### config.mk
export PLATFORM = sky130hd
export DESIGN_NAME = isz_increment_core
export DESIGN_NICKNAME = d
export VERILOG_FILES = /design/src/design/isz_pkg.sv /design/src/design/isz_increment_core.sv
export SDC_FILE = /design/constraint.sdc
export NUM_CORES = 1
export LEC_CHECK = 0
export BUFFER_PORTS_ARGS = -buffer_cell sky130_fd_sc_hd__clkbuf_2
export CAP_MARGIN = 40
export CORE_MARGIN = 1.5
export CORE_UTILIZATION = 34
export CTS_CLUSTER_SIZE = 12
export DETAILED_ROUTE_END_ITERATION = 6
export MAX_ROUTING_LAYER = met4
export SETUP_SLACK_MARGIN = 0.3
export SYNTH_ARGS = -nofsm -noshare
export SYNTH_HDL_FRONTEND = slang
export SYNTH_SLANG_ARGS = --single-unit
### constraint.sdc
create_clock -name ref_clk -period 2.42 [get_ports ref_clk]
set_input_delay 0 -clock ref_clk [delete_from_list [all_inputs] [get_ports ref_clk]]
set_output_delay 0 -clock ref_clk [all_outputs]
set_load 0.01 [all_outputs]
### src/design/isz_pkg.sv
package isz_pkg;

  // Data path and instruction field widths
  localparam int DATA_W  = 8;
  localparam int ADDR_W  = 7;
  localparam int OPC_W   = 6;
  localparam int INSTR_W = 14;

  // Opcode patterns in the top six bits of the instruction word
  localparam logic [OPC_W-1:0] OPC_INCREMENT_FILE = 6'h0A;
  localparam logic [OPC_W-1:0] OPC_INCREMENT_SKIP = 6'h0F;

  // Destination select values
  localparam logic DEST_WORKING = 1'h0;
  localparam logic DEST_FILE    = 1'h1;

  // Increment step and result that triggers the skip
  localparam logic [DATA_W-1:0] INC_STEP    = 8'h01;
  localparam logic [DATA_W-1:0] ZERO_RESULT = 8'h00;

  // Values after reset
  localparam logic [DATA_W-1:0] WORKING_RESET = 8'h00;
  localparam logic              ZERO_RESET    = 1'h0;
  localparam logic [ADDR_W-1:0] ADDR_RESET    = 7'h00;

  // Phases of one instruction cycle, one core clock each
  localparam int PHASES_PER_CYCLE = 4;

  typedef enum logic [1:0] {
    PH_ONE,
    PH_TWO,
    PH_THREE,
    PH_FOUR
  } isz_phase_e;

  typedef enum logic [1:0] {
    K_NONE,
    K_INC,
    K_INC_SKIP
  } isz_kind_e;

  // Instruction word split into its fields
  typedef struct packed {
    logic [OPC_W-1:0]  opcode;
    logic              dest;
    logic [ADDR_W-1:0] addr;
  } isz_instr_s;

  // Request to the data memory
  typedef struct packed {
    logic              rd_en;
    logic              wr_en;
    logic [ADDR_W-1:0] addr;
    logic [DATA_W-1:0] wdata;
  } isz_file_req_s;

endpackage

### src/design/isz_increment_core.sv
// How it works
// (RULE1) Read file register, add one, deliver sum
// (RULE2) Destination bit zero writes working register only
// (RULE3) Destination bit one writes back same register
// (RULE4) Seven bit address, one destination select bit
// (RULE5) Opcode 001010 is plain increment, updates zero
// (RULE6) Opcode 001111 is increment-skip, status untouched
// (RULE7) Zero result squashes next instruction into nop
// (RULE8) Skip costs one extra all-nop cycle
// (RULE9) Decode, read, compute, write in phases one-four
// (RULE10) Modulo 256 sum; zero flag means result zero
// (RULE11) Plain increment: one word, one cycle
module isz_increment_core #(
  parameter int DATA_W = 8
) (
  // Clock and reset
  input  wire logic                  ref_clk,
  input  wire logic                  rstn,
  // Instruction fetch
  input  wire isz_pkg::isz_instr_s   instr_word,
  input  wire logic                  instr_valid,
  output logic                       instr_ready,
  // Data memory, read data returns one clock after the read strobe
  output isz_pkg::isz_file_req_s     file_req,
  input  wire logic [DATA_W-1:0]     file_rd_data,
  // Core state
  output logic [DATA_W-1:0]          w_value,
  output logic                       z_flag,
  output isz_pkg::isz_phase_e        phase,
  output logic                       nop_cycle
);

  // Structs are laid out from the package widths, so the parameter must match
  if (DATA_W != isz_pkg::DATA_W) begin : g_width_check
    $error("isz_increment_core: DATA_W must equal the package data width");
  end

  isz_pkg::isz_kind_e       kind;
  logic [DATA_W-1:0]        result;
  logic                     dest;
  isz_pkg::isz_phase_e      next_phase;
  isz_pkg::isz_kind_e       next_kind;
  logic [DATA_W-1:0]        next_result;
  logic                     next_dest;
  isz_pkg::isz_file_req_s   next_file_req;
  logic [DATA_W-1:0]        next_w_value;
  logic                     next_z_flag;
  logic                     next_nop_cycle;

  // Opcode decode, shared by the datapath and the checks
  function automatic isz_pkg::isz_kind_e decode(input isz_pkg::isz_instr_s ins);
    case (ins.opcode)
      isz_pkg::OPC_INCREMENT_FILE: decode = isz_pkg::K_INC;      // RULE5
      isz_pkg::OPC_INCREMENT_SKIP: decode = isz_pkg::K_INC_SKIP; // RULE6
      default:                     decode = isz_pkg::K_NONE;
    endcase
  endfunction

  // Wraps at 256, so all ones becomes zero
  function automatic logic [DATA_W-1:0] inc8(input logic [DATA_W-1:0] v);
    inc8 = DATA_W'(v + isz_pkg::INC_STEP); // RULE10
  endfunction

  // Instruction is taken only in phase one
  assign instr_ready = (phase == isz_pkg::PH_ONE);

  // Phase sequencer and per-cycle datapath
  always_comb begin
    next_phase     = phase;
    next_kind      = kind;
    next_result    = result;
    next_dest      = dest;
    next_file_req  = file_req;
    next_w_value   = w_value;
    next_z_flag    = z_flag;
    next_nop_cycle = nop_cycle;
    next_file_req.rd_en = 1'b0;
    next_file_req.wr_en = 1'b0;
    case (phase)
      isz_pkg::PH_ONE: begin
        next_phase = isz_pkg::PH_TWO; // RULE9
        // A squashed cycle ignores the fetched word entirely
        if (instr_valid && !nop_cycle) begin
          next_kind = decode(instr_word); // RULE7
        end else begin
          next_kind = isz_pkg::K_NONE; // RULE8
        end
        next_dest = instr_word.dest; // RULE4
        if (instr_valid && !nop_cycle && decode(instr_word) != isz_pkg::K_NONE) begin
          next_file_req.rd_en = 1'b1; // RULE9
          next_file_req.addr  = instr_word.addr; // RULE4
        end
      end
      isz_pkg::PH_TWO: begin
        next_phase = isz_pkg::PH_THREE;
      end
      isz_pkg::PH_THREE: begin
        next_phase  = isz_pkg::PH_FOUR;
        next_result = inc8(file_rd_data); // RULE1
        // Write-back strobe stands during phase four
        if (kind != isz_pkg::K_NONE && dest == isz_pkg::DEST_FILE) begin
          next_file_req.wr_en = 1'b1; // RULE3
          next_file_req.wdata = inc8(file_rd_data);
        end
      end
      isz_pkg::PH_FOUR: begin
        next_phase = isz_pkg::PH_ONE; // RULE11
        if (kind != isz_pkg::K_NONE && dest == isz_pkg::DEST_WORKING) begin
          next_w_value = result; // RULE2
        end
        if (kind == isz_pkg::K_INC) begin
          next_z_flag = (result == isz_pkg::ZERO_RESULT); // RULE10
        end
        // Squash lasts exactly the following instruction cycle
        next_nop_cycle = (kind == isz_pkg::K_INC_SKIP) &&
                         (result == isz_pkg::ZERO_RESULT); // RULE7
      end
      default: begin
        next_phase = isz_pkg::PH_ONE;
      end
    endcase
  end

  // State registers
  always_ff @(posedge ref_clk or negedge rstn) begin
    if (!rstn) begin
      phase          <= isz_pkg::PH_ONE;
      kind           <= isz_pkg::K_NONE;
      result         <= isz_pkg::ZERO_RESULT;
      dest           <= isz_pkg::DEST_WORKING;
      file_req.rd_en <= 1'b0;
      file_req.wr_en <= 1'b0;
      file_req.addr  <= isz_pkg::ADDR_RESET;
      file_req.wdata <= isz_pkg::ZERO_RESULT;
      w_value        <= isz_pkg::WORKING_RESET;
      z_flag         <= isz_pkg::ZERO_RESET;
      nop_cycle      <= 1'b0;
    end else begin
      phase          <= next_phase;
      kind           <= next_kind;
      result         <= next_result;
      dest           <= next_dest;
      file_req       <= next_file_req;
      w_value        <= next_w_value;
      z_flag         <= next_z_flag;
      nop_cycle      <= next_nop_cycle;
    end
  end

  // Phase four closes on an active increment
  logic end_active;
  assign end_active = (phase == isz_pkg::PH_FOUR) && (kind != isz_pkg::K_NONE);
endmodule

==> report_table.html, run 1 <==
<table>
<tr><th>Metric</th><th>Value</th></tr>
<tr><th colspan="2">Synthesis</th></tr>
<tr><td>Post-synth EDFFs</td><td>0</td></tr>
<tr><td>Syn_nets</td><td>164</td></tr>
<tr><td>Library cells used by synthesis</td><td>30</td></tr>
<tr><td>Average instance area after synthesis</td><td>12.6 um^2</td></tr>
<tr><td>Part of the Yosys area used for sequential elements</td><td>0.590</td></tr>
<tr><td>Primary flip-flop cell chosen by synthesis mapping</td><td>dfrtp_1</td></tr>
<tr><td>Count of mapped cells out of synthesis</td><td>135</td></tr>
<tr><td>Async SR Flop Fraction</td><td>1.00</td></tr>
<tr><td>Post-synthesis instance area</td><td>roughly 0.0017 mm^2</td></tr>
<tr><td>Number of warnings issued by yosys</td><td>0</td></tr>
<tr><td>Count of state elements after synthesis</td><td>40</td></tr>
<tr><th colspan="2">Hold path</th></tr>
<tr><td>Count of cells along the worst hold path</td><td>3</td></tr>
<tr><td>HP Class</td><td>primary input to flop</td></tr>
<tr><td>Startpoint of the most critical hold path</td><td>instr_word[9]</td></tr>
<tr><th colspan="2">STA</th></tr>
<tr><td>Crit share post-route</td><td>0.788</td></tr>
<tr><td>Shortest period the worst path allows</td><td>between 1.5 and 2 ns</td></tr>
<tr><td>Number of max-slew violations in the final report</td><td>0</td></tr>
<tr><td>Setup violators final</td><td>0</td></tr>
<tr><td>Setup Skew</td><td>approximately 0.0032 ns</td></tr>
<tr><td>Setup Total Neg Slack</td><td>0 ns</td></tr>
<tr><td>Final Hold Fails</td><td>0</td></tr>
<tr><td>Worst max-slew margin expressed relative to the limit</td><td>0.640</td></tr>
<tr><td>Transition at the pin with the smallest max-transition slack</td><td>0.541 ns</td></tr>
<tr><td>Setup repair after global routing missed its margin</td><td>no</td></tr>
<tr><td>Peak Freq</td><td>between 500 and 600 MHz</td></tr>
<tr><td>Worst Hold Margin</td><td>0.0133 ns</td></tr>
<tr><th colspan="2">Power and ir drop</th></tr>
<tr><td>Combinational share of power</td><td>0.111</td></tr>
<tr><td>Proportion of power drawn by flip-flops and latches</td><td>0.550</td></tr>
<tr><td>Power density over the cells</td><td>roughly 580 mW/mm^2</td></tr>
<tr><td>Internal power summed over all cells</td><td>just over 1000 uW</td></tr>
<tr><td>Final Total Pwr</td><td>1320 uW</td></tr>
<tr><td>Part of the total power dissipated in the clock network</td><td>0.339</td></tr>
<tr><td>Proportion of total power due to net switching</td><td>0.231</td></tr>
<tr><td>Worst ir drop on vdd</td><td>0.352 mV</td></tr>
<tr><td>Total net switching power</td><td>about 300 uW</td></tr>
<tr><td>Leak Pwr</td><td>0.00115 uW</td></tr>
<tr><th colspan="2">Critical path</th></tr>
<tr><td>Startpoint-to-endpoint class of the critical path</td><td>flop to flop</td></tr>
<tr><td>Worst-path cell chain</td><td>inv_1 &gt; ha_2 &gt; and4b_1 &gt; nand3_1 &gt; o32ai_1 &gt; dlygate4sd3_1</td></tr>
<tr><td>Worst setup EP type</td><td>flop</td></tr>
<tr><td>Count of cells along the worst register-to-register path</td><td>6</td></tr>
<tr><td>Source of the worst register-to-register timing path</td><td>phase[0]$_DFF_PN0_</td></tr>
<tr><td>Timing startpoint of the critical path</td><td>phase[0]$_DFF_PN0_</td></tr>
<tr><td>CP Data Required Time</td><td>2.64 ns</td></tr>
<tr><td>Arrival time of the worst setup path</td><td>2.13 ns</td></tr>
<tr><td>Buffers and inverters on the worst path</td><td>2</td></tr>
<tr><td>Critical Path Max Stage Delay</td><td>between 0.5 and 0.6 ns</td></tr>
<tr><td>Largest fanout on the critical path</td><td>6</td></tr>
<tr><td>Master of the slowest instance on the critical path</td><td>dlygate4sd3_1</td></tr>
<tr><td>Crit path launch type</td><td>flop</td></tr>
<tr><td>Dominant delay contributor by cell family on the critical path</td><td>buffers and inverters</td></tr>
<tr><td>Critical path depth</td><td>6</td></tr>
<tr><th colspan="2">Place</th></tr>
<tr><td>Area after detailed placement</td><td>0.00206 mm^2</td></tr>
<tr><td>Placed cells</td><td>255</td></tr>
<tr><td>Number of buffers inserted by port buffering</td><td>54</td></tr>
<tr><td>Half-perimeter wire length after placement</td><td>2530 um</td></tr>
<tr><td>Placer congestion estimate</td><td>between 0.7 and 0.8</td></tr>
<tr><th colspan="2">Floorplanning</th></tr>
<tr><td>Die area</td><td>0.00542 mm^2</td></tr>
<tr><td>Vertical extent of the die</td><td>73.6 um</td></tr>
<tr><td>Row cnt</td><td>25</td></tr>
<tr><td>Count of pins on the block boundary</td><td>55</td></tr>
<tr><td>Area inside the core boundary</td><td>0.00475 mm^2</td></tr>
<tr><td>Starting utilization of the core area</td><td>0.357</td></tr>
<tr><td>Die width</td><td>73.6 um</td></tr>
<tr><th colspan="2">Global route</th></tr>
<tr><td>Global router's overall resource usage</td><td>0.149</td></tr>
<tr><td>Global-route track usage on met1</td><td>0.193</td></tr>
<tr><td>GRT met3 Usage</td><td>0.0535</td></tr>
<tr><td>Fraction of met2 tracks used by global routing</td><td>0.223</td></tr>
<tr><td>Most Used Layer, Global Route</td><td>met2</td></tr>
<tr><td>Initial antenna violation count</td><td>0</td></tr>
<tr><td>Vias in the first global route</td><td>1241</td></tr>
<tr><td>Maximum number of pins on one net before global-route repair</td><td>22</td></tr>
<tr><td>Global-route wire length before repair</td><td>5850 um</td></tr>
<tr><td>Total congestion overflow</td><td>0</td></tr>
<tr><th colspan="2">Route</th></tr>
<tr><td>Routed via count divided by cell count</td><td>4.58</td></tr>
<tr><td>Total wire length</td><td>3590 um</td></tr>
<tr><td>DRT Pass-1 Iters</td><td>4</td></tr>
<tr><td>Final antenna-violating net count</td><td>0</td></tr>
<tr><td>Total number of vias</td><td>1265</td></tr>
<tr><td>Average wire length per cell after detail routing</td><td>13.0 um</td></tr>
<tr><td>Drt drc</td><td>0</td></tr>
<tr><td>Number of DRC violations after detailed-routing iteration 0</td><td>34</td></tr>
<tr><th colspan="2">CTS</th></tr>
<tr><td># clock sinks</td><td>40</td></tr>
<tr><td>Clock slew at reported path FFs</td><td>0.07 ns</td></tr>
<tr><td>CTS tree</td><td>built</td></tr>
<tr><td>CTS Buf Count</td><td>5</td></tr>
<tr><td>Clock root buffer</td><td>clkbuf_8</td></tr>
<tr><td>Clock Tree Buf Depth</td><td>2</td></tr>
<tr><td>Number of H-tree branching levels</td><td>2</td></tr>
<tr><td>Worst-Skew Late Latency</td><td>0.28 ns</td></tr>
<tr><th colspan="2">Outcome</th></tr>
<tr><td>Result of the run</td><td>finished, final reports clean</td></tr>
<tr><th colspan="2">Layout</th></tr>
<tr><td>Final Non-Filler Cells</td><td>around 280</td></tr>
<tr><td>Number of filler cells placed in the layout</td><td>~460</td></tr>
<tr><td>Area growth from synthesis to final layout</td><td>34.9%</td></tr>
<tr><td>Fraction of layout instances using a drive strength above 1</td><td>0.402</td></tr>
<tr><td>Non-Filler Cell Area, Final</td><td>0.00229 mm^2</td></tr>
<tr><td>Antenna diodes</td><td>0</td></tr>
<tr><td>Number of nets in the layout</td><td>237</td></tr>
<tr><th colspan="2">Job</th></tr>
<tr><td>Max-capacitance violation count</td><td>0</td></tr>
</table>
## power groups by stage
| stage | logic, uW | registers, uW | clock network [uW] |
|---|---|---|---|
| 6_report | 145 | 724 | 446 |
| 5_1_grt | 163 | 728 | 497 |
| 4_1_cts | 148 | 724 | 465 |
| 3_5_place_dp | 132 | 736 | 0 |
| 3_3_place_gp | 125 | 736 | 0 |
| 2_1_floorplan | 45.9 | 743 | 0 |
## metal layers
metal  vias to the layer above  wire (um)
met4                         0         26
met2                        46       1550
met3                         4        231
met1                       591       1780
met5                         -          0
li1                        624          -
## cell type report
type | count | area [um^2] | area share
repair buffers | 69 | 435 | 0.190
inverters | 7 | 26.3 | 0.0115
flip-flops and latches | 40 | 1000 | 0.438
well taps | 67 | 83.8 | 0.0367
clock buffers | 8 | 90.1 | 0.0394
multi-input cells | 85 | 651 | 0.284
## cell usage after synthesis (all sizes together), types with 2 or more instances
library cell	n	area (um^2)
a31oi	6	37.5
o21ai	7	35.0
nor2	12	45.0
dfrtp	40	1000
xor2	2	17.5
or4	2	15.0
a21oi	3	15.0
xnor2	2	17.5
nand2	9	33.8
inv	6	22.5
ha	4	50.1
nand3	6	30.0
mux2	18	229
buf	2	16.3
or3	3	18.8
## worst reg2reg max path: cells and delay by family (launching register included)
family	cells	cell delay (ns)
buffers and inverters	2	0.67
flip-flops	1	0.39
AND/OR/NAND/NOR	2	0.33
adder cells (fa/ha/maj)	1	0.24
AO/OA/AOI/OAI	1	0.22
## final timing paths
check	to	slack, ns
worst max-delay path	kind[0]$_DFFE_PN0P_	0.51
worst min-delay path	kind[1]$_DFFE_PN0P_	0.01
worst max register to register	kind[0]$_DFFE_PN0P_	0.51
worst min register to register	file_req[0]$_DFFE_PN0P_	0.48
max in group asynchronous	result[2]$_DFFE_PN0P_	1.70
min in group asynchronous	kind[1]$_DFFE_PN0P_	0.24
## stage by stage
stage                     setup WS, ns  utilization
after CTS                        0.470        0.481
final                            0.513        0.481
after global placement           0.577        0.428
after floorplan                  0.681            -
after global routing             0.354        0.481
after detailed placement         0.481        0.434
## cell families (layout without fill, tap and decap cells)
logic type / after synthesis / in the layout / share of synthesized area
AOI/OAI and AO/OA: 20 / 20 / 0.0738
DFF: 40 / 40 / 0.590
buffers and inverters: 10 / 84 / 0.0273
muxes: 19 / 19 / 0.141
and+or+nand+nor: 38 / 38 / 0.117
xor gates and xnor gates: 4 / 4 / 0.0207
adders and majority gates: 4 / 4 / 0.0295
## flip-flops by register name, summed over array words and instances (netlist names)
| register | cells |
|---|---|
| phase | 2 |
| file_req | 17 |
| w_value | 8 |
| z_flag | 1 |
| nop_cycle | 1 |
| result | 8 |
| dest | 1 |
| kind | 2 |
## layout by cell type (no fill, tap or decap)
| cell type | count |
|---|---|
| xnor2_1 | 2 |
| mux2_4 | 7 |
| nand3_1 | 6 |
| dlygate4sd3_1 | 13 |
| buf_16 | 1 |
| clkbuf_1 | 2 |
| a31oi_1 | 6 |
| mux2_2 | 11 |
| mux2i_1 | 1 |
| or4_1 | 2 |
| o211ai_2 | 1 |
| o32ai_1 | 1 |
| nor3b_4 | 1 |
| nand4_1 | 1 |
| a41o_1 | 1 |
| and4_1 | 1 |
| nand2_1 | 9 |
| clkinv_1 | 1 |
| nor2_1 | 12 |
| or2_2 | 1 |
| o22ai_1 | 1 |
| xor2_1 | 2 |
| nor2b_1 | 1 |
| clkbuf_8 | 6 |
| ha_2 | 1 |
| o21ai_0 | 7 |
| buf_4 | 1 |
| ha_1 | 3 |
| inv_1 | 6 |
| or3_1 | 3 |
| clkbuf_2 | 54 |
| and4b_1 | 1 |
| dfrtp_1 | 40 |
| a21oi_1 | 3 |
## repair_timing
item	4_1_cts	5_1_grt
endpoints found under the hold margin	30	0
setup endpoints to repair	0	1
setup buffers	0	0
resized for setup	0	1
hold buffers	13	0
Note: power is estimated with default switching activity, not from simulation.
==> inputs of run 2 (changes only) <==
==> constraint.sdc (replaced) <==
create_clock -name ref_clk -period 1.7 [get_ports ref_clk]
set_input_delay 0 -clock ref_clk [delete_from_list [all_inputs] [get_ports ref_clk]]
set_output_delay 0 -clock ref_clk [all_outputs]
set_load 0.01 [all_outputs]
==> run 2 against run 1 <==
Effect of this change:
- flip-flop and latch count stayed put
- utilization is 2.2 points higher
- first-iteration DRC count is 26% lower
- clock skew is 0.0034 ns higher
- sequential share of layout area is 1.9 points lower
- non-clock buffer count is 10 higher
- register-to-register slack worse by 0.39 ns
- total power is 39% higher
- clock-buffer cell count is 3 lower
- cell count is 3.3% higher
- design area is 4.5% higher
- combinational power is 42% higher
- highest routed layer unchanged
==> report_table.html, run 2 (synthesis results as in run 1) <==
<table>
<tr><th>Metric</th><th>Value</th></tr>
<tr><th colspan="2">Critical path</th></tr>
<tr><td>CP Data Required Time</td><td>1.88 ns (-0.76 ns)</td></tr>
<tr><td>Worst setup EP type</td><td>flop</td></tr>
<tr><td>Slack of the worst reg-to-reg path</td><td>0.12 ns (-0.39 ns)</td></tr>
<tr><td>Crit path launch type</td><td>flop</td></tr>
<tr><td>Arrival time of the worst setup path</td><td>1.76 ns (-0.37 ns)</td></tr>
<tr><td>Startpoint-to-endpoint class of the critical path</td><td>flop to flop</td></tr>
<tr><td>Largest fanout on the critical path</td><td>8 (+2)</td></tr>
<tr><th colspan="2">STA</th></tr>
<tr><td>Setup Total Neg Slack</td><td>0 ns (unchanged)</td></tr>
<tr><td>Transition at the pin with the smallest max-transition slack</td><td>0.570 ns (+0.0293 ns)</td></tr>
<tr><td>Worst max-slew margin expressed relative to the limit</td><td>0.620 (-0.0195)</td></tr>
<tr><td>Setup violators final</td><td>0 (unchanged)</td></tr>
<tr><td>Peak Freq</td><td>633 MHz (+21%)</td></tr>
<tr><td>Final Hold Fails</td><td>0 (unchanged)</td></tr>
<tr><td>Shortest period the worst path allows</td><td>1.58 ns (-0.327 ns)</td></tr>
<tr><td>Setup repair after global routing missed its margin</td><td>yes</td></tr>
<tr><td>Setup Skew</td><td>0.00662 ns (+0.00338 ns)</td></tr>
<tr><td>Crit share post-route</td><td>0.929 (+0.141)</td></tr>
<tr><td>Number of max-slew violations in the final report</td><td>0 (unchanged)</td></tr>
<tr><th colspan="2">Global route</th></tr>
<tr><td>Global router's overall resource usage</td><td>0.151 (+0.00216)</td></tr>
<tr><td>Global-route wire length before repair</td><td>5960 um (+1.9%)</td></tr>
<tr><td>Initial antenna violation count</td><td>0 (unchanged)</td></tr>
<tr><td>Total congestion overflow</td><td>0 (unchanged)</td></tr>
<tr><td>Maximum number of pins on one net before global-route repair</td><td>23 (+4.5%)</td></tr>
<tr><td>Vias in the first global route</td><td>1292 (+4.1%)</td></tr>
<tr><th colspan="2">Power and ir drop</th></tr>
<tr><td>Power density over the cells</td><td>764 mW/mm^2 (+33%)</td></tr>
<tr><td>Part of the total power dissipated in the clock network</td><td>0.323 (-0.016)</td></tr>
<tr><td>Total net switching power</td><td>442 uW (+46%)</td></tr>
<tr><td>Proportion of power drawn by flip-flops and latches</td><td>0.564 (+0.014)</td></tr>
<tr><td>Proportion of total power due to net switching</td><td>0.242 (+0.0114)</td></tr>
<tr><td>Worst ir drop on vdd</td><td>0.466 mV (+32%)</td></tr>
<tr><td>Leak Pwr</td><td>0.00119 uW (+3.7%)</td></tr>
<tr><td>Internal power summed over all cells</td><td>1380 uW (+37%)</td></tr>
<tr><td>Combinational share of power</td><td>0.113 (+0.002)</td></tr>
<tr><th colspan="2">Layout</th></tr>
<tr><td>Fraction of layout instances using a drive strength above 1</td><td>0.472 (+0.0706)</td></tr>
<tr><td>Area growth from synthesis to final layout</td><td>41.0%</td></tr>
<tr><td>Register ranked first by flip-flop count</td><td>file_req</td></tr>
<tr><td>Number of flip-flops in the largest register</td><td>17 (unchanged)</td></tr>
<tr><td>Most used cells in the layout excluding fill and tap cells</td><td>54 x clkbuf_2, 40 x dfrtp_1, 12 x dlygate4sd3_1</td></tr>
<tr><td>Antenna diodes</td><td>0 (unchanged)</td></tr>
<tr><td>Largest registers ranked by flip-flop count</td><td>file_req x17, result x8, w_value x8</td></tr>
<tr><td>Most frequent standard cell in the layout excluding fill and tap cells</td><td>clkbuf_2</td></tr>
<tr><td>Non-Filler Cell Area, Final</td><td>0.00239 mm^2 (+4.5%)</td></tr>
<tr><td>Number of nets in the layout</td><td>247 (+4.2%)</td></tr>
<tr><th colspan="2">CTS</th></tr>
<tr><td>Number of H-tree branching levels</td><td>2 (unchanged)</td></tr>
<tr><td>Clock Tree Buf Depth</td><td>2 (unchanged)</td></tr>
<tr><td>CTS tree</td><td>built</td></tr>
<tr><td>Clock slew at reported path FFs</td><td>0.07 ns (about the same)</td></tr>
<tr><td>Worst-Skew Late Latency</td><td>0.29 ns (about the same)</td></tr>
<tr><td>Clock root buffer</td><td>clkbuf_8</td></tr>
<tr><td># clock sinks</td><td>40 (unchanged)</td></tr>
<tr><td>CTS Buf Count</td><td>5 (unchanged)</td></tr>
<tr><th colspan="2">Route</th></tr>
<tr><td>Top routing layer in use</td><td>met4</td></tr>
<tr><td>Number of DRC violations after detailed-routing iteration 0</td><td>25 (-26%)</td></tr>
<tr><td>DRT Pass-1 Iters</td><td>4 (unchanged)</td></tr>
<tr><td>Total number of vias</td><td>1321 (+4.4%)</td></tr>
<tr><td>Average wire length per cell after detail routing</td><td>13.0 um (+0.41%)</td></tr>
<tr><td>Drt drc</td><td>0 (unchanged)</td></tr>
<tr><td>Met2 routed wirelength</td><td>1720 um (+11%)</td></tr>
<tr><td>Final antenna-violating net count</td><td>0 (unchanged)</td></tr>
<tr><td>M1 wire length</td><td>1700 um (-4.3%)</td></tr>
<tr><td>Routed via count divided by cell count</td><td>4.64 (+1.1%)</td></tr>
<tr><td>Total wire length</td><td>3720 um (+3.7%)</td></tr>
<tr><td>WL met3</td><td>278 um (+20%)</td></tr>
<tr><th colspan="2">Floorplanning</th></tr>
<tr><td>Die width</td><td>73.6 um (unchanged)</td></tr>
<tr><td>Row cnt</td><td>25 (unchanged)</td></tr>
<tr><td>Starting utilization of the core area</td><td>0.357 (unchanged)</td></tr>
<tr><td>Count of pins on the block boundary</td><td>55 (unchanged)</td></tr>
<tr><td>Area inside the core boundary</td><td>0.00475 mm^2 (unchanged)</td></tr>
<tr><td>Die area</td><td>0.00542 mm^2 (unchanged)</td></tr>
<tr><td>Vertical extent of the die</td><td>73.6 um (unchanged)</td></tr>
<tr><th colspan="2">Job</th></tr>
<tr><td>Max-capacitance violation count</td><td>0 (unchanged)</td></tr>
<tr><th colspan="2">Place</th></tr>
<tr><td>Placer congestion estimate</td><td>0.748 (+2.3%)</td></tr>
<tr><td>Number of buffers inserted by port buffering</td><td>54 (unchanged)</td></tr>
<tr><td>Area after detailed placement</td><td>0.00211 mm^2 (+2.1%)</td></tr>
<tr><td>Half-perimeter wire length after placement</td><td>2720 um (+7.7%)</td></tr>
<tr><th colspan="2">Hold path</th></tr>
<tr><td>HP Class</td><td>primary input to flop</td></tr>
<tr><th colspan="2">Outcome</th></tr>
<tr><td>Result of the run</td><td>finished, final reports clean</td></tr>
</table>
[run 2: cell count changes in the layout (fill, tap and decap cells not counted), moves of 2 or more]
cell / delta
buf_4: +7
buf_6: +4
clkbuf_1: -2
inv_1: -2
inv_2: +2
nor2_1: -2
nor2_2: +2
[run 2: final timing paths]
check / to / cells past startpoint / start
hold / removal: kind[0]$_DFFE_PN0P_ / 3 / instr_word[9]
min in group asynchronous: z_flag$_DFFE_PN0P_ / 2 / rstn
setup / recovery: file_req[9]$_DFFE_PN0P_ / 6 / phase[0]$_DFF_PN0_
setup reg to reg: file_req[9]$_DFFE_PN0P_ / 6 / phase[0]$_DFF_PN0_
max in group asynchronous: result[2]$_DFFE_PN0P_ / 3 / rstn
hold reg to reg: file_req[0]$_DFFE_PN0P_ / 2 / file_req[0]$_DFFE_PN0P_
[run 2: critical path, cell delays in order (launching register included)]
cell and delay (ns):
dfrtp_1 0.41, inv_2 0.08, ha_4 0.12, and4b_1 0.20, and4_4 0.23, buf_12 0.13
mux2_4 0.30
[run 2: area by class of cell]
type | count | area (um^2)
Clock buffer | 5 | 68.8
Clock inverter | 2 | 12.5
Fill cell | 483 | 2360
Inverter | 7 | 28.8
Multi-Input combinational cell | 85 | 679
Sequential cell | 40 | 1000
Tap cell | 67 | 83.8
Timing Repair Buffer | 79 | 515
[run 2: timing repair]
item / in CTS / in global routing
pin swaps: 0 / 0
hold buffers: 12 / 0
resized for setup: 4 / 8
endpoints found under the hold margin: 31 / 0
buffers inserted: 4 / 1
setup endpoints to repair: 16 / 31
gates cloned: 0 / 1
[run 2: layer usage]
metal  GRT usage  vias up
met2       0.225       50
met1       0.196      625
li1            -      642
met3      0.0521        4
met5           -        -
met4      0.0432        0
[run 2: per-stage QoR]
stage | cells | hold WS, ns | setup WS, ns | util | total power (uW)
final | 285 | 0.0200 | 0.120 | 0.503 | 1830
after global routing | 285 | 0.0179 | 0.0578 | 0.503 | 1920
after CTS | 283 | 0.00356 | 0.106 | 0.495 | 1860
after detailed placement | 260 | 0.0243 | 0.0928 | 0.443 | 1230
after global placement | 260 | 0.0177 | 0.129 | 0.443 | 1230
after floorplan | 135 | -0.296 | 0.0919 | - | 1120
[run 2: power by group through the flow]
stage                     logic, uW  clock network, uW  registers (uW)
after floorplan                65.4                  0            1060
after global placement          183                  0            1050
after global routing            229                659            1040
final                           206                590            1030
after CTS                       209                624            1030
after detailed placement        186                  0            1050
